File: src/inc/exposure_hdr_sequencer_defines.vh
`ifndef EXPOSURE_HDR_SEQUENCER_DEFINES_VH
`define EXPOSURE_HDR_SEQUENCER_DEFINES_VH

// register indices; byte address is four times the index
`define IDX_SENSOR_COLOUR_TYPE 8'h27
`define IDX_EXPOSURE_MODE      8'h29
`define IDX_PRIMARY_EXP        8'h2a
`define IDX_KNEE_ONE           8'h30
`define IDX_KNEE_TWO           8'h33
`define IDX_SLOPE_COUNT        8'h36
`define IDX_ODD_EXP            8'h38
`define IDX_FOT_LENGTH         8'h49
`define IDX_CLIP_TWO           8'h59
`define IDX_CLIP_THREE         8'h5a
`define IDX_STATUS             8'h80
`define IDX_MEASURED           8'h81

// field positions
`define MODE_EXTERNAL_BIT 0
`define MODE_DUAL_BIT     1
`define CLIP_ENABLE_BIT   6

// reset values
`define RST_COLOUR_TYPE   1'b1
`define RST_EXPOSURE_MODE 2'h0
`define RST_PRIMARY_EXP   24'h000800
`define RST_ODD_EXP       24'h000440
`define RST_KNEE          24'h000001
`define RST_SLOPE_COUNT   2'h1
`define RST_CLIP          7'h60
`define RST_FOT_LENGTH    8'h0a

// timing: lengths are kept in hundredths of a clock period
`define ROW_CLOCKS 40'd129
`define FOT_PCT    40'd43
`define PCT_SCALE  40'd100

// axi responses
`define RESP_OKAY   2'b00
`define RESP_SLVERR 2'b10

`endif

File: src/rtl/exposure_hdr_sequencer.v
// Function
// - mode bit picks programmed length or external pin interval; resets clear
// - external: exposure runs from pin a rise to frame request rise
// - internal: exposure is 129 periods times (0.43 overhead plus length)
// - overhead length comes from the register at index 73
// - external: 129 times 0.43 overhead periods added to measured interval
// - a one cycle gap between pin a and frame request is accepted
// - internal: programmed length of 0 gives the shortest exposure, the overhead alone
// - dual exposure works in both exposure modes; piecewise knee durations apply only in internal mode
// - dual bit, reset clear, gives odd and even rows separate exposures
// - internal dual: even rows use primary, odd rows second length
// - external dual: pin a times even lines, pin b odd lines
// - colour type bit cleared makes interleave follow colour filter pairs
// - piecewise mode changes clip level up to twice, three slopes
// - bright pixels held at programmed clip voltage for programmed time
// - knees follow clip voltages, slopes follow knee durations
// - clip fields are 7 bits: enable on top, six bit value, default 96
//
// The AXI4-Lite slave port was decided locally.
`include "exposure_hdr_sequencer_defines.vh"

module exposure_hdr_sequencer #(
	parameter ROW_WIDTH = 11
) (
	input  wire                 i_mclk,
	input  wire                 i_rst_n,
	input  wire [11:0]          i_axi_awaddr,
	input  wire                 i_axi_awvalid,
	output wire                 o_axi_awready,
	input  wire [31:0]          i_axi_wdata,
	input  wire [3:0]           i_axi_wstrb,
	input  wire                 i_axi_wvalid,
	output wire                 o_axi_wready,
	output reg  [1:0]           o_axi_bresp,
	output reg                  o_axi_bvalid,
	input  wire                 i_axi_bready,
	input  wire [11:0]          i_axi_araddr,
	input  wire                 i_axi_arvalid,
	output wire                 o_axi_arready,
	output reg  [31:0]          o_axi_rdata,
	output reg  [1:0]           o_axi_rresp,
	output reg                  o_axi_rvalid,
	input  wire                 i_axi_rready,
	input  wire                 i_exposure_start_pin_a,
	input  wire                 i_exposure_start_pin_b,
	input  wire                 i_frame_req,
	input  wire [ROW_WIDTH-1:0] i_row_index,
	output reg                  o_integrate_even,
	output reg                  o_integrate_odd,
	output reg                  o_overhead,
	output reg                  o_clip_enable,
	output reg  [5:0]           o_clip_value,
	output reg                  o_row_second_exposure
);

	localparam ST_IDLE    = 2'd0;
	localparam ST_MEASURE = 2'd1;
	localparam ST_RUN     = 2'd2;

	// length in hundredths of a clock period
	function [39:0] scaled_len;
		input [7:0]  fot;
		input [23:0] len;
		begin
			scaled_len = `ROW_CLOCKS * (`FOT_PCT * {32'h0, fot}
				+ `PCT_SCALE * {16'h0, len});
		end
	endfunction

	// mono sensors alternate each row, colour sensors each pair of rows
	function second_row;
		input                 mono;
		input [ROW_WIDTH-1:0] row;
		begin
			second_row = mono ? row[0] : row[1];
		end
	endfunction

	// registers
	reg        colour_type;
	reg [1:0]  mode_ctrl;
	reg [23:0] primary_exposure_length;
	reg [23:0] odd_row_exposure_length;
	reg [23:0] knee_one_length;
	reg [23:0] knee_two_length;
	reg [1:0]  slope_count;
	reg [7:0]  fot_length;
	reg [6:0]  clip_voltage_two;
	reg [6:0]  clip_voltage_three;
	reg [23:0] measured_interval;

	// sequencer state
	reg [1:0]  state;
	reg        run_external;
	reg        run_dual;
	reg        just_started;
	reg        measure_even;
	reg        measure_odd;
	reg [23:0] interval_count;
	reg [39:0] target_even;
	reg [39:0] target_odd;
	reg        start_timers;

	reg        pin_a_meta, pin_a_sync, pin_a_prev;
	reg        pin_b_meta, pin_b_sync, pin_b_prev;
	reg        frame_meta, frame_sync, frame_prev;

	wire        pin_a_rise;
	wire        pin_b_rise;
	wire        frame_rise;
	wire        busy_even;
	wire        busy_odd;
	wire [39:0] elapsed_even;
	wire [39:0] fot_scaled;
	wire [39:0] remaining_even;
	wire [39:0] knee_one_scaled;
	wire [39:0] knee_two_scaled;

	// all three pins get the same two-stage delay, so a one cycle gap
	// between edges survives the crossing
	always @(posedge i_mclk) begin
		if (!i_rst_n) begin
			pin_a_meta <= 1'b0;
			pin_a_sync <= 1'b0;
			pin_a_prev <= 1'b0;
			pin_b_meta <= 1'b0;
			pin_b_sync <= 1'b0;
			pin_b_prev <= 1'b0;
			frame_meta <= 1'b0;
			frame_sync <= 1'b0;
			frame_prev <= 1'b0;
		end else begin
			pin_a_meta <= i_exposure_start_pin_a;
			pin_a_sync <= pin_a_meta;
			pin_a_prev <= pin_a_sync;
			pin_b_meta <= i_exposure_start_pin_b;
			pin_b_sync <= pin_b_meta;
			pin_b_prev <= pin_b_sync;
			frame_meta <= i_frame_req;
			frame_sync <= frame_meta;
			frame_prev <= frame_sync;
		end
	end

	assign pin_a_rise = pin_a_sync & ~pin_a_prev;
	assign pin_b_rise = pin_b_sync & ~pin_b_prev;
	assign frame_rise = frame_sync & ~frame_prev;

	assign fot_scaled = scaled_len(fot_length, 24'h0);
	assign knee_one_scaled = scaled_len(fot_length, knee_one_length);
	assign knee_two_scaled = scaled_len(fot_length, knee_two_length);
	assign remaining_even = target_even - elapsed_even;

	exposure_timer #(
		.WIDTH (40)
	) u_timer_even (
		.i_mclk    (i_mclk),
		.i_rst_n   (i_rst_n),
		.i_start   (start_timers),
		.i_target  (target_even),
		.o_busy    (busy_even),
		.o_elapsed (elapsed_even)
	);

	exposure_timer #(
		.WIDTH (40)
	) u_timer_odd (
		.i_mclk    (i_mclk),
		.i_rst_n   (i_rst_n),
		.i_start   (start_timers),
		.i_target  (target_odd),
		.o_busy    (busy_odd),
		.o_elapsed ()
	);

	always @(posedge i_mclk) begin
		if (!i_rst_n) begin
			state <= ST_IDLE;
			run_external <= 1'b0;
			run_dual <= 1'b0;
			just_started <= 1'b0;
			measure_even <= 1'b0;
			measure_odd <= 1'b0;
			interval_count <= 24'h0;
			measured_interval <= 24'h0;
			target_even <= 40'h0;
			target_odd <= 40'h0;
			start_timers <= 1'b0;
		end else begin
			start_timers <= 1'b0;
			just_started <= start_timers;
			case (state)
			ST_IDLE: begin
				run_external <= mode_ctrl[`MODE_EXTERNAL_BIT];
				run_dual <= mode_ctrl[`MODE_DUAL_BIT];
				if (mode_ctrl[`MODE_EXTERNAL_BIT] && pin_a_rise) begin
					measure_even <= 1'b1;
					measure_odd <= ~mode_ctrl[`MODE_DUAL_BIT];
					interval_count <= 24'h1;
					state <= ST_MEASURE;
				end else if (!mode_ctrl[`MODE_EXTERNAL_BIT] && frame_rise) begin
					target_even <= scaled_len(fot_length,
						primary_exposure_length);
					target_odd <= scaled_len(fot_length,
						mode_ctrl[`MODE_DUAL_BIT] ?
						odd_row_exposure_length : primary_exposure_length);
					start_timers <= 1'b1;
					state <= ST_RUN;
				end
			end
			ST_MEASURE: begin
				if (run_dual && pin_b_rise)
					measure_odd <= 1'b1;
				if (frame_rise) begin
					measured_interval <= interval_count;
					target_even <= fot_scaled;
					target_odd <= fot_scaled;
					start_timers <= 1'b1;
					state <= ST_RUN;
				end else if (interval_count != 24'hffffff) begin
					interval_count <= interval_count + 24'h1;
				end
			end
			ST_RUN: begin
				// flags drop as the timers rise, so integration has no gap
				measure_even <= 1'b0;
				measure_odd <= 1'b0;
				if (!start_timers && !just_started && !busy_even && !busy_odd)
					state <= ST_IDLE;
			end
			default: begin
				state <= ST_IDLE;
			end
			endcase
		end
	end

	// clip schedule: first clip until the first knee duration remains,
	// second until the second knee remains; external mode has no end
	// time in advance, so it clips during the interval and the overhead
	always @(posedge i_mclk) begin
		if (!i_rst_n) begin
			o_integrate_even <= 1'b0;
			o_integrate_odd <= 1'b0;
			o_overhead <= 1'b0;
			o_clip_enable <= 1'b0;
			o_clip_value <= 6'h0;
			o_row_second_exposure <= 1'b0;
		end else begin
			o_integrate_even <= measure_even | busy_even;
			o_integrate_odd <= measure_odd | busy_odd;
			o_overhead <= busy_even & (run_external |
				(remaining_even <= fot_scaled));
			o_row_second_exposure <= run_dual &
				second_row(colour_type, i_row_index);
			o_clip_enable <= 1'b0;
			o_clip_value <= 6'h0;
			if (run_external) begin
				if (measure_even && slope_count >= 2'd2 &&
						clip_voltage_two[`CLIP_ENABLE_BIT]) begin
					o_clip_enable <= 1'b1;
					o_clip_value <= clip_voltage_two[5:0];
				end else if (busy_even && slope_count == 2'd3 &&
						clip_voltage_three[`CLIP_ENABLE_BIT]) begin
					o_clip_enable <= 1'b1;
					o_clip_value <= clip_voltage_three[5:0];
				end
			end else if (busy_even) begin
				if (slope_count >= 2'd2 && remaining_even > knee_one_scaled &&
						clip_voltage_two[`CLIP_ENABLE_BIT]) begin
					o_clip_enable <= 1'b1;
					o_clip_value <= clip_voltage_two[5:0];
				end else if (slope_count == 2'd3 &&
						remaining_even > knee_two_scaled &&
						clip_voltage_three[`CLIP_ENABLE_BIT]) begin
					o_clip_enable <= 1'b1;
					o_clip_value <= clip_voltage_three[5:0];
				end
			end
		end
	end

	// axi4-lite write path: address and data held until both are here
	reg        aw_held;
	reg [7:0]  aw_index;
	reg        w_held;
	reg [31:0] w_data;
	reg        w_strb0;
	wire       write_go;
	wire [7:0] wi;
	wire [7:0] wb;
	reg        write_hit;

	assign o_axi_awready = ~aw_held & ~o_axi_bvalid;
	assign o_axi_wready = ~w_held & ~o_axi_bvalid;
	assign write_go = aw_held & w_held & ~o_axi_bvalid;
	assign wi = aw_index;
	assign wb = w_data[7:0];

	always @* begin
		write_hit = 1'b1;
		case (wi)
		`IDX_SENSOR_COLOUR_TYPE, `IDX_EXPOSURE_MODE,
		`IDX_PRIMARY_EXP, `IDX_PRIMARY_EXP + 8'h1, `IDX_PRIMARY_EXP + 8'h2,
		`IDX_KNEE_ONE, `IDX_KNEE_ONE + 8'h1, `IDX_KNEE_ONE + 8'h2,
		`IDX_KNEE_TWO, `IDX_KNEE_TWO + 8'h1, `IDX_KNEE_TWO + 8'h2,
		`IDX_SLOPE_COUNT, `IDX_ODD_EXP, `IDX_ODD_EXP + 8'h1,
		`IDX_ODD_EXP + 8'h2, `IDX_FOT_LENGTH, `IDX_CLIP_TWO,
		`IDX_CLIP_THREE: write_hit = 1'b1;
		default: write_hit = 1'b0;
		endcase
	end

	always @(posedge i_mclk) begin
		if (!i_rst_n) begin
			aw_held <= 1'b0;
			aw_index <= 8'h0;
			w_held <= 1'b0;
			w_data <= 32'h0;
			w_strb0 <= 1'b0;
			o_axi_bvalid <= 1'b0;
			o_axi_bresp <= `RESP_OKAY;
			colour_type <= `RST_COLOUR_TYPE;
			mode_ctrl <= `RST_EXPOSURE_MODE;
			primary_exposure_length <= `RST_PRIMARY_EXP;
			odd_row_exposure_length <= `RST_ODD_EXP;
			knee_one_length <= `RST_KNEE;
			knee_two_length <= `RST_KNEE;
			slope_count <= `RST_SLOPE_COUNT;
			fot_length <= `RST_FOT_LENGTH;
			clip_voltage_two <= `RST_CLIP;
			clip_voltage_three <= `RST_CLIP;
		end else begin
			if (i_axi_awvalid && o_axi_awready) begin
				aw_held <= 1'b1;
				aw_index <= i_axi_awaddr[9:2];
			end
			if (i_axi_wvalid && o_axi_wready) begin
				w_held <= 1'b1;
				w_data <= i_axi_wdata;
				w_strb0 <= i_axi_wstrb[0];
			end
			if (o_axi_bvalid && i_axi_bready)
				o_axi_bvalid <= 1'b0;
			if (write_go) begin
				aw_held <= 1'b0;
				w_held <= 1'b0;
				o_axi_bvalid <= 1'b1;
				o_axi_bresp <= (write_hit && aw_held) ?
					`RESP_OKAY : `RESP_SLVERR;
				if (w_strb0) begin
					case (wi)
					`IDX_SENSOR_COLOUR_TYPE: colour_type <= wb[0];
					`IDX_EXPOSURE_MODE: mode_ctrl <= wb[1:0];
					`IDX_PRIMARY_EXP: primary_exposure_length[7:0] <= wb;
					`IDX_PRIMARY_EXP + 8'h1:
						primary_exposure_length[15:8] <= wb;
					`IDX_PRIMARY_EXP + 8'h2:
						primary_exposure_length[23:16] <= wb;
					`IDX_KNEE_ONE: knee_one_length[7:0] <= wb;
					`IDX_KNEE_ONE + 8'h1: knee_one_length[15:8] <= wb;
					`IDX_KNEE_ONE + 8'h2: knee_one_length[23:16] <= wb;
					`IDX_KNEE_TWO: knee_two_length[7:0] <= wb;
					`IDX_KNEE_TWO + 8'h1: knee_two_length[15:8] <= wb;
					`IDX_KNEE_TWO + 8'h2: knee_two_length[23:16] <= wb;
					`IDX_SLOPE_COUNT: slope_count <= wb[1:0];
					`IDX_ODD_EXP: odd_row_exposure_length[7:0] <= wb;
					`IDX_ODD_EXP + 8'h1:
						odd_row_exposure_length[15:8] <= wb;
					`IDX_ODD_EXP + 8'h2:
						odd_row_exposure_length[23:16] <= wb;
					`IDX_FOT_LENGTH: fot_length <= wb;
					`IDX_CLIP_TWO: clip_voltage_two <= wb[6:0];
					`IDX_CLIP_THREE: clip_voltage_three <= wb[6:0];
					default: fot_length <= fot_length;
					endcase
				end
			end
		end
	end

	// axi4-lite read path: one read at a time, data one cycle after address
	reg [7:0] next_rdata;
	reg       read_hit;

	assign o_axi_arready = ~o_axi_rvalid;

	always @* begin
		next_rdata = 8'h0;
		read_hit = 1'b1;
		case (i_axi_araddr[9:2])
		`IDX_SENSOR_COLOUR_TYPE: next_rdata = {7'h0, colour_type};
		`IDX_EXPOSURE_MODE: next_rdata = {6'h0, mode_ctrl};
		`IDX_PRIMARY_EXP: next_rdata = primary_exposure_length[7:0];
		`IDX_PRIMARY_EXP + 8'h1: next_rdata = primary_exposure_length[15:8];
		`IDX_PRIMARY_EXP + 8'h2: next_rdata = primary_exposure_length[23:16];
		`IDX_KNEE_ONE: next_rdata = knee_one_length[7:0];
		`IDX_KNEE_ONE + 8'h1: next_rdata = knee_one_length[15:8];
		`IDX_KNEE_ONE + 8'h2: next_rdata = knee_one_length[23:16];
		`IDX_KNEE_TWO: next_rdata = knee_two_length[7:0];
		`IDX_KNEE_TWO + 8'h1: next_rdata = knee_two_length[15:8];
		`IDX_KNEE_TWO + 8'h2: next_rdata = knee_two_length[23:16];
		`IDX_SLOPE_COUNT: next_rdata = {6'h0, slope_count};
		`IDX_ODD_EXP: next_rdata = odd_row_exposure_length[7:0];
		`IDX_ODD_EXP + 8'h1: next_rdata = odd_row_exposure_length[15:8];
		`IDX_ODD_EXP + 8'h2: next_rdata = odd_row_exposure_length[23:16];
		`IDX_FOT_LENGTH: next_rdata = fot_length;
		`IDX_CLIP_TWO: next_rdata = {1'b0, clip_voltage_two};
		`IDX_CLIP_THREE: next_rdata = {1'b0, clip_voltage_three};
		`IDX_STATUS: next_rdata = {4'h0, o_overhead, o_integrate_odd,
			o_integrate_even, (state != ST_IDLE)};
		`IDX_MEASURED: next_rdata = measured_interval[7:0];
		`IDX_MEASURED + 8'h1: next_rdata = measured_interval[15:8];
		`IDX_MEASURED + 8'h2: next_rdata = measured_interval[23:16];
		default: read_hit = 1'b0;
		endcase
	end

	always @(posedge i_mclk) begin
		if (!i_rst_n) begin
			o_axi_rvalid <= 1'b0;
			o_axi_rdata <= 32'h0;
			o_axi_rresp <= `RESP_OKAY;
		end else if (i_axi_arvalid && o_axi_arready) begin
			o_axi_rvalid <= 1'b1;
			o_axi_rdata <= {24'h0, next_rdata};
			o_axi_rresp <= read_hit ? `RESP_OKAY : `RESP_SLVERR;
		end else if (o_axi_rvalid && i_axi_rready) begin
			o_axi_rvalid <= 1'b0;
		end
	end

endmodule

File: src/rtl/exposure_timer.v
`include "exposure_hdr_sequencer_defines.vh"

module exposure_timer #(
	parameter WIDTH = 40
) (
	input  wire             i_mclk,
	input  wire             i_rst_n,
	input  wire             i_start,
	input  wire [WIDTH-1:0] i_target,
	output reg              o_busy,
	output reg  [WIDTH-1:0] o_elapsed
);

	// counting up by the scale step avoids a divider; the run lasts
	// ceil(target / 100) cycles, so a fractional period rounds up
	wire [WIDTH-1:0] step;
	wire [WIDTH-1:0] next_elapsed;

	assign step = `PCT_SCALE;
	assign next_elapsed = o_elapsed + step;

	always @(posedge i_mclk) begin
		if (!i_rst_n) begin
			o_busy <= 1'b0;
			o_elapsed <= {WIDTH{1'b0}};
		end else if (i_start) begin
			o_busy <= (i_target != {WIDTH{1'b0}});
			o_elapsed <= {WIDTH{1'b0}};
		end else if (o_busy) begin
			if (next_elapsed >= i_target)
				o_busy <= 1'b0;
			o_elapsed <= next_elapsed;
		end
	end

endmodule

File: config.mk
export PLATFORM = sky130hd
export DESIGN_NAME = exposure_hdr_sequencer
export DESIGN_NICKNAME = d
export VERILOG_FILES = /design/src/rtl/exposure_hdr_sequencer.v /design/src/rtl/exposure_timer.v
export VERILOG_INCLUDE_DIRS = /design/src /design/src/inc
export SDC_FILE = /design/constraint.sdc
export NUM_CORES = 2
export LEC_CHECK = 0
export ABC_AREA = 1
export BUFFER_PORTS_ARGS = -buffer_cell sky130_fd_sc_hd__buf_2
export CAP_MARGIN = 15
export CORE_MARGIN = 10
export CORE_UTILIZATION = 59
export DETAILED_ROUTE_END_ITERATION = 6
export PLACE_DENSITY = 0.79
export SLEW_MARGIN = 20
export SYNTH_ARGS = -nofsm -noshare
export SYNTH_HDL_FRONTEND = slang
export SYNTH_SLANG_ARGS = --single-unit
File: constraint.sdc
create_clock -name i_mclk -period 8.15 [get_ports i_mclk]
set_input_delay 0.4075 -clock i_mclk [delete_from_list [all_inputs] [get_ports i_mclk]]
set_output_delay 0.4075 -clock i_mclk [all_outputs]
set_load 0.02 [all_outputs]
Word level (Yosys, flattened, before mapping)
Index checks and enable logic that the tools add are counted.

storage, ports and cells
  register bits after elaboration = 394

operators by class
  add/subtract/negate cells = 8
  multiply operators = 10
  order comparisons = 6
  equal/unequal tests = 53
  mux-type cells = 54
  bitwise logic cells = 21
  reductions and logical operators = 62

operators by type and width
  operator               number
  $eq 8x6->1 const B     30
  $mux 40                5
  $pmux 8 s22            1
  $mul 8x32->40 const A  4
  $pmux 40 s2            2
  $add 14x31->32         4
  $mul 5x24->29 const A  4
  $mux 24                4
  $add 40x7->40 const B  2
  $ge 40x40->1           2
  $gt 40x40->1           2
  $reduce_bool 40->1     2
  $reduce_and 3->1       20
  $eq 8x7->1 const B     6
  $pmux 24 s2            1
  $le 40x22->1           1
  $sub 40x40->40         1
  $mux 6                 6
  $eq 8x8->1 const B     4
  $mux 1                 25
  $add 24x1->24 const B  1
  $ne 24x24->1 const B   1
  $mul 8x14->22 const A  1
  $reduce_or 22->1       1
  other kinds (22)       84

Logic depth before layout (Yosys ltp)
  depth after elaboration = 10
  gate-level depth with buffers = 54
  depth with buffers taken out = 53

By module
A second synthesis with hierarchy kept.

unflattened totals
  cell total of the unflattened synthesis = 7,462
  area, all modules = 49,981.7 um^2

modules (own cells, without submodules)
  module                         times used  cells an instance  area an instance (um^2)  sequential area each (um^2)
  exposure_hdr_sequencer         1           6,331              42,697.2                 6,165.9
  exposure_timer (u_timer_even)  1           574                3,643.5                  780.7
  exposure_timer (u_timer_odd)   1           557                3,641.0                  780.7

Least setup slack after synthesis
OpenSTA, ideal clock, no wires.

  kind = reg2reg
  start = register fot_length[0]
  end = register o_clip_value[3]
  arrival time = 8.045 ns
  required time = 8.018 ns
  setup slack = -0.028 ns
  cell stages (with the launch flop) = 48
  period minus slack after synthesis = 8.178 ns
  cell sequence = dfxtp_1 -> ha_1 -> inv_1 -> fa_1 -> fa_1 -> inv_1 -> ha_1 -> nand2_1 -> nand2_1 -> inv_1 -> nand2_2 -> xor2_1 -> ha_1 -> a21oi_1 -> nand2_1 -> o211ai_1 -> nand2_1 -> nand2_1 -> (+12 left out) -> o21ai_0 -> a21oi_1 -> inv_1 -> a21oi_1 -> inv_1 -> a21oi_1 -> xor2_1 -> ha_1 -> nand4_1 -> nor4_1 -> nand4_1 -> nand3_1 -> inv_1 -> nand2_1 -> clkbuf_1 -> o21ai_0 -> o211ai_1 -> a21oi_1

between the ends
  word-level cells in the longest chain between the ends = 10
  elaborated cells between the ends (all ways) = 15
  those cells by class = add/sub (2); mul (3); order compare (2); mux (4); reduce/logical (4)

ends and longest elaborated chain
  item                               RTL line                      text
  from (decl)                        exposure_hdr_sequencer.v:87   reg [7:0] fot_length;
  from (signal assigned)             exposure_hdr_sequencer.v:330  fot_length <= `RST_FOT_LENGTH;
  from (signal assigned)             exposure_hdr_sequencer.v:372  `IDX_FOT_LENGTH: fot_length <= wb;
  from (signal assigned)             exposure_hdr_sequencer.v:375  default: fot_length <= fot_length;
  $mul 6x8->14 (no source line) (*)  --
  $add 14x31->32 (no source line)    --
  $mul 8x32->40 (no source line)     --
  $gt 40x40->1                       exposure_hdr_sequencer.v:274  remaining_even > knee_two_scaled &&
  $logic_and 1x1->1 (2 in a row)     exposure_hdr_sequencer.v:273  end else if (slope_count == 2'd3 &&
  $mux 6                             exposure_hdr_sequencer.v:273
  $mux 6 (*)                         exposure_hdr_sequencer.v:269  if (slope_count >= 2'd2 && remaining_even > knee_one_scaled &&
  $mux 6 (*)                         exposure_hdr_sequencer.v:268  end else if (busy_even) begin
  $mux 6 (*)                         exposure_hdr_sequencer.v:258  if (run_external) begin
  to (signal assigned)               exposure_hdr_sequencer.v:262  o_clip_value <= clip_voltage_two[5:0];
  to (signal assigned)               exposure_hdr_sequencer.v:272  o_clip_value <= clip_voltage_two[5:0];
  to (signal assigned)               exposure_hdr_sequencer.v:277  o_clip_value <= clip_voltage_three[5:0];
  to (decl)                          exposure_hdr_sequencer.v:52   output reg [5:0] o_clip_value,

Mark *: on every way between the ends. The rest lies on a longest branch, timed or not.
A chain may end at the register's enable or synchronous reset.

Final worst setup path
  start = register fot_length[6]
  end = register o_clip_value[0]

The elaborated chain is that of the path after synthesis.

==> metrics.yaml <==
timing:
  rsz_0062_raised_after_global_routing: "true"
  achievable-frequency_mhz: 116.4
  final.min_clock_period_ns: 8.589
  slew_violations: 0
  worstMarginPinSlew_ns: 1.106
  slew_headroom_pct: 26.01
  finClkSkew_ns: 0.01956
  final.period_utilization_pct: 105.4
  finalWorstSetupSlack_ns: -0.4389
  final_hold_viol_count: 0
  report.final.setup_viol: 7
synth:
  netlist_top_cells_area: "sky130_fd_sc_hd__ha_1 (23%), sky130_fd_sc_hd__dfxtp_1 (16%), sky130_fd_sc_hd__inv_1 (11%), sky130_fd_sc_hd__nand2_1 (10%), sky130_fd_sc_hd__a21oi_1 (6.7%)"
  syn_inst: 7347
  synth_sequential_area_ratio_pct: 15.67
  synth_warnings: 0
  synth-edff-count: 0
  post-synth-top-area-fraction_pct: 23.06
  syn_area_um2: 49310
  synth-seq-cells: 386
  synth_largest_area_cell: "sky130_fd_sc_hd__ha_1"
  yosys_most_used_dff: "sky130_fd_sc_hd__dfxtp_1"
  synth_cell_types: 73
  synthTopCellsByCount: "sky130_fd_sc_hd__inv_1 (1380), sky130_fd_sc_hd__nand2_1 (1335), sky130_fd_sc_hd__ha_1 (909)"
  synth.avg_cell_area_um2: 6.712
  most_frequently_used_cell_type_in_the_post_synthesis_netlist: "sky130_fd_sc_hd__inv_1"
  postSynth.asyncResetShare_pct: 0
worst_setup_path:
  critical_path.n_buffers_inverters: 10
  timing.setup.critical_path_class: "reg2reg"
  worstPathArrival_ns: 9.02
  timing.critical_path.max_delay_family: "adder cells"
  critical-path-slowest-cell: "sky130_fd_sc_hd__fa_1"
  crit_path_end_kind: "flop"
  crit_path_frequent_cell: "sky130_fd_sc_hd__ha_4"
  crit_path_max_incr_delay_ns: 0.54
  cp.required_ns: 8.58
  crit_fanout: 7
  critical_path.startpoint_type: "flop"
min_path:
  worstHoldPathType: "in2reg"
global_routing:
  maximum_number_of_pins_on_one_net_before_global_route_repair: 78
  grt_antenna_before_repair: 3
  grt_first_pass_wirelength_um: 257500
  overflow: 0
  grt_pass1_vias: 48490
  groute.usage.overall_pct: 33.28
drt:
  post_dr_vias_cell: 5.751
  drcViolationCount: 0
  postRouteAntennaNets: 0
  detail_route.wl_per_cell_um: 18.60
  drt_first_iter_violations: 4940
  dr.pass1.iters: 6
  num_vias: 51480
  wl_um: 166500
power:
  comb_power_share_pct: 46.8
  power.share.clock_pct: 27.8
  irDropWorstVdd_mv: 0.2272
  internal-power_w: 0.004648
  total_switching_power_w: 0.003476
  power_switching_share_pct: 42.79
  leakage_nw: 30.51
  power-per-cell-area_nw_per_um2: 139.2
  seqPwrFrac_pct: 25.4
run_status:
  violations_in_the_final_reports: "setup timing"
  result_of_the_run: "complete, but fails checks"
cells_and_area:
  final_layout_size_suffix_gt1_share_pct: 13.82
  final_area_um2: 58360
  syn_to_final_growth_pct: 18.34
  nNetsFinal: 8929
  n_fill_cell: 6784
run:
  max_cap_viol_count: 0
cts:
  tritoncts.num_buffers: 44
  clk_root_buffer_cell: "sky130_fd_sc_hd__clkbuf_16"
  htree_levels: 2
  cts_tree: "done"
  worst_skew_pair.late_latency_ns: 0.59
  ctsLongestPathBuffers: 3
  tritoncts_num_sinks: 386
  clkTransAtPathRegs_ns: 0.06
floorplanning:
  io_pins: 133
  die_y_um: 309.1
  initial_core_util_pct: 59.77
  floorplan.rows: 105
  floorplan.die_area_um2: 95540
  x_dimension_of_the_die_um: 309.1
  coreArea_um2: 82500
placed_design:
  preCtsSetupSlack_ns: -0.7920
  postPlaceCellArea_um2: 53920
  finalWeightedCongestion: 1.073
  port_buffers: 62
  dpl.hpwl_um: 134000
==> final timing paths <==
| path | slack, ns | start | cells after the start | endpoint |
|---|---|---|---|---|
| max | -0.44 | fot_length[6] | 50 | o_clip_value[0] |
| min | 0.03 | i_exposure_start_pin_b | 3 | pin_b_meta |
| max reg2reg | -0.44 | fot_length[6] | 50 | o_clip_value[0] |
| min reg2reg | 0.42 | frame_meta | 2 | frame_sync |
==> registers in the layout, indices dropped and copies added (netlist names), 24 cells and up <==
signal,count
odd_row_exposure_length,24
interval_count,24
measured_interval,24
knee_two_length,24
primary_exposure_length,24
target_odd,38
u_timer_odd.o_elapsed,38
u_timer_even.o_elapsed,38
knee_one_length,24
target_even,40
==> stage by stage <==
step	total power, W	utilization, %	hold slack (ns)	TNS [ns]	std cells
2_1_floorplan	0.004491	-	0.3905	0	7373
3_3_place_gp	0.005519	65.35	0.4001	-3.899	8821
3_5_place_dp	0.005628	65.35	0.4044	-5.321	8821
4_1_cts	0.007909	69.38	0.01825	-0.4385	8932
5_1_grt	0.008620	70.73	0.01749	-5.037	8950
6_report	0.008124	70.73	0.03266	-2.970	8951
==> per-layer routing <==
layer	wire length, µm	vias up	track usage, %
met3	13610	420	4.967
met1	70950	23720	43.80
met4	7575	2	13.00
met5	13	-	0
met2	74350	2118	54.29
li1	-	25220	-
==> cells in the final DEF, fill, tap and decap left out, drive strengths merged, types with 31 or more instances in the layout <==
cell type  instances
inv             1390
nand2           1368
ha               909
a21oi            662
nor2             608
buf              563
o21ai            440
dfxtp            386
nand3            313
xor2             221
nand4            133
nor3             131
fa                95
xnor2             94
a211oi            64
clkbuf            57
a31oi             54
nor4              48
o211ai            42
nand3b            31
==> timing repair <==
action,4_1_cts,5_1_grt
gates resized for setup,230,198
pin swaps,102,131
hold buffers,0,0
endpoints found under the setup margin,10,25
hold endpoints to repair,0,0
cloned,1,1
buffers inserted,30,20
==> layout make-up <==
type                    instances  area (µm²)  area share (%)
flip-flops and latches        386        7742           13.27
repair buffers                564        4217           7.226
clock buffers                  56        1257           2.155
clock inverters                26       396.6          0.6797
inverters                    1389        5219           8.943
diodes                          1       2.502        0.004288
multi-input cells            5459       38180           65.43
well taps                    1070        1339           2.294
==> worst register-to-register path, delay by kind of cell (launching register included) <==
family | cells | cell delay [ns]
flops | 1 | 0.36
fa+ha+maj | 9 | 3.03
buf+inv | 10 | 1.04
compound gates | 13 | 1.75
simple gates | 15 | 1.58
xor+xnor | 3 | 0.68
==> power groups by stage <==
stage	registers [W]	clock network [W]	logic (W)
5_1_grt	0.00207	0.00235	0.00420
3_5_place_dp	0.00210	0	0.00353
3_3_place_gp	0.00210	0	0.00342
6_report	0.00206	0.00226	0.00380
2_1_floorplan	0.00207	0	0.00242
4_1_cts	0.00206	0.00226	0.00359
==> cell families after synthesis <==
| kind of cell | Yosys count | synth area share (%) |
|---|---|---|
| XOR/XNOR | 315 | 5.785 |
| adder cells (fa/ha/maj) | 1004 | 26.92 |
| buffers and inverters | 1528 | 11.84 |
| other | 2 | 0.01523 |
| flip-flops | 386 | 15.67 |
| multiplexers | 1 | 0.02030 |
| AO/OA/AOI/OAI | 1438 | 16.39 |
| AND/OR/NAND/NOR | 2673 | 23.36 |
(Power assumes the default switching activity.)
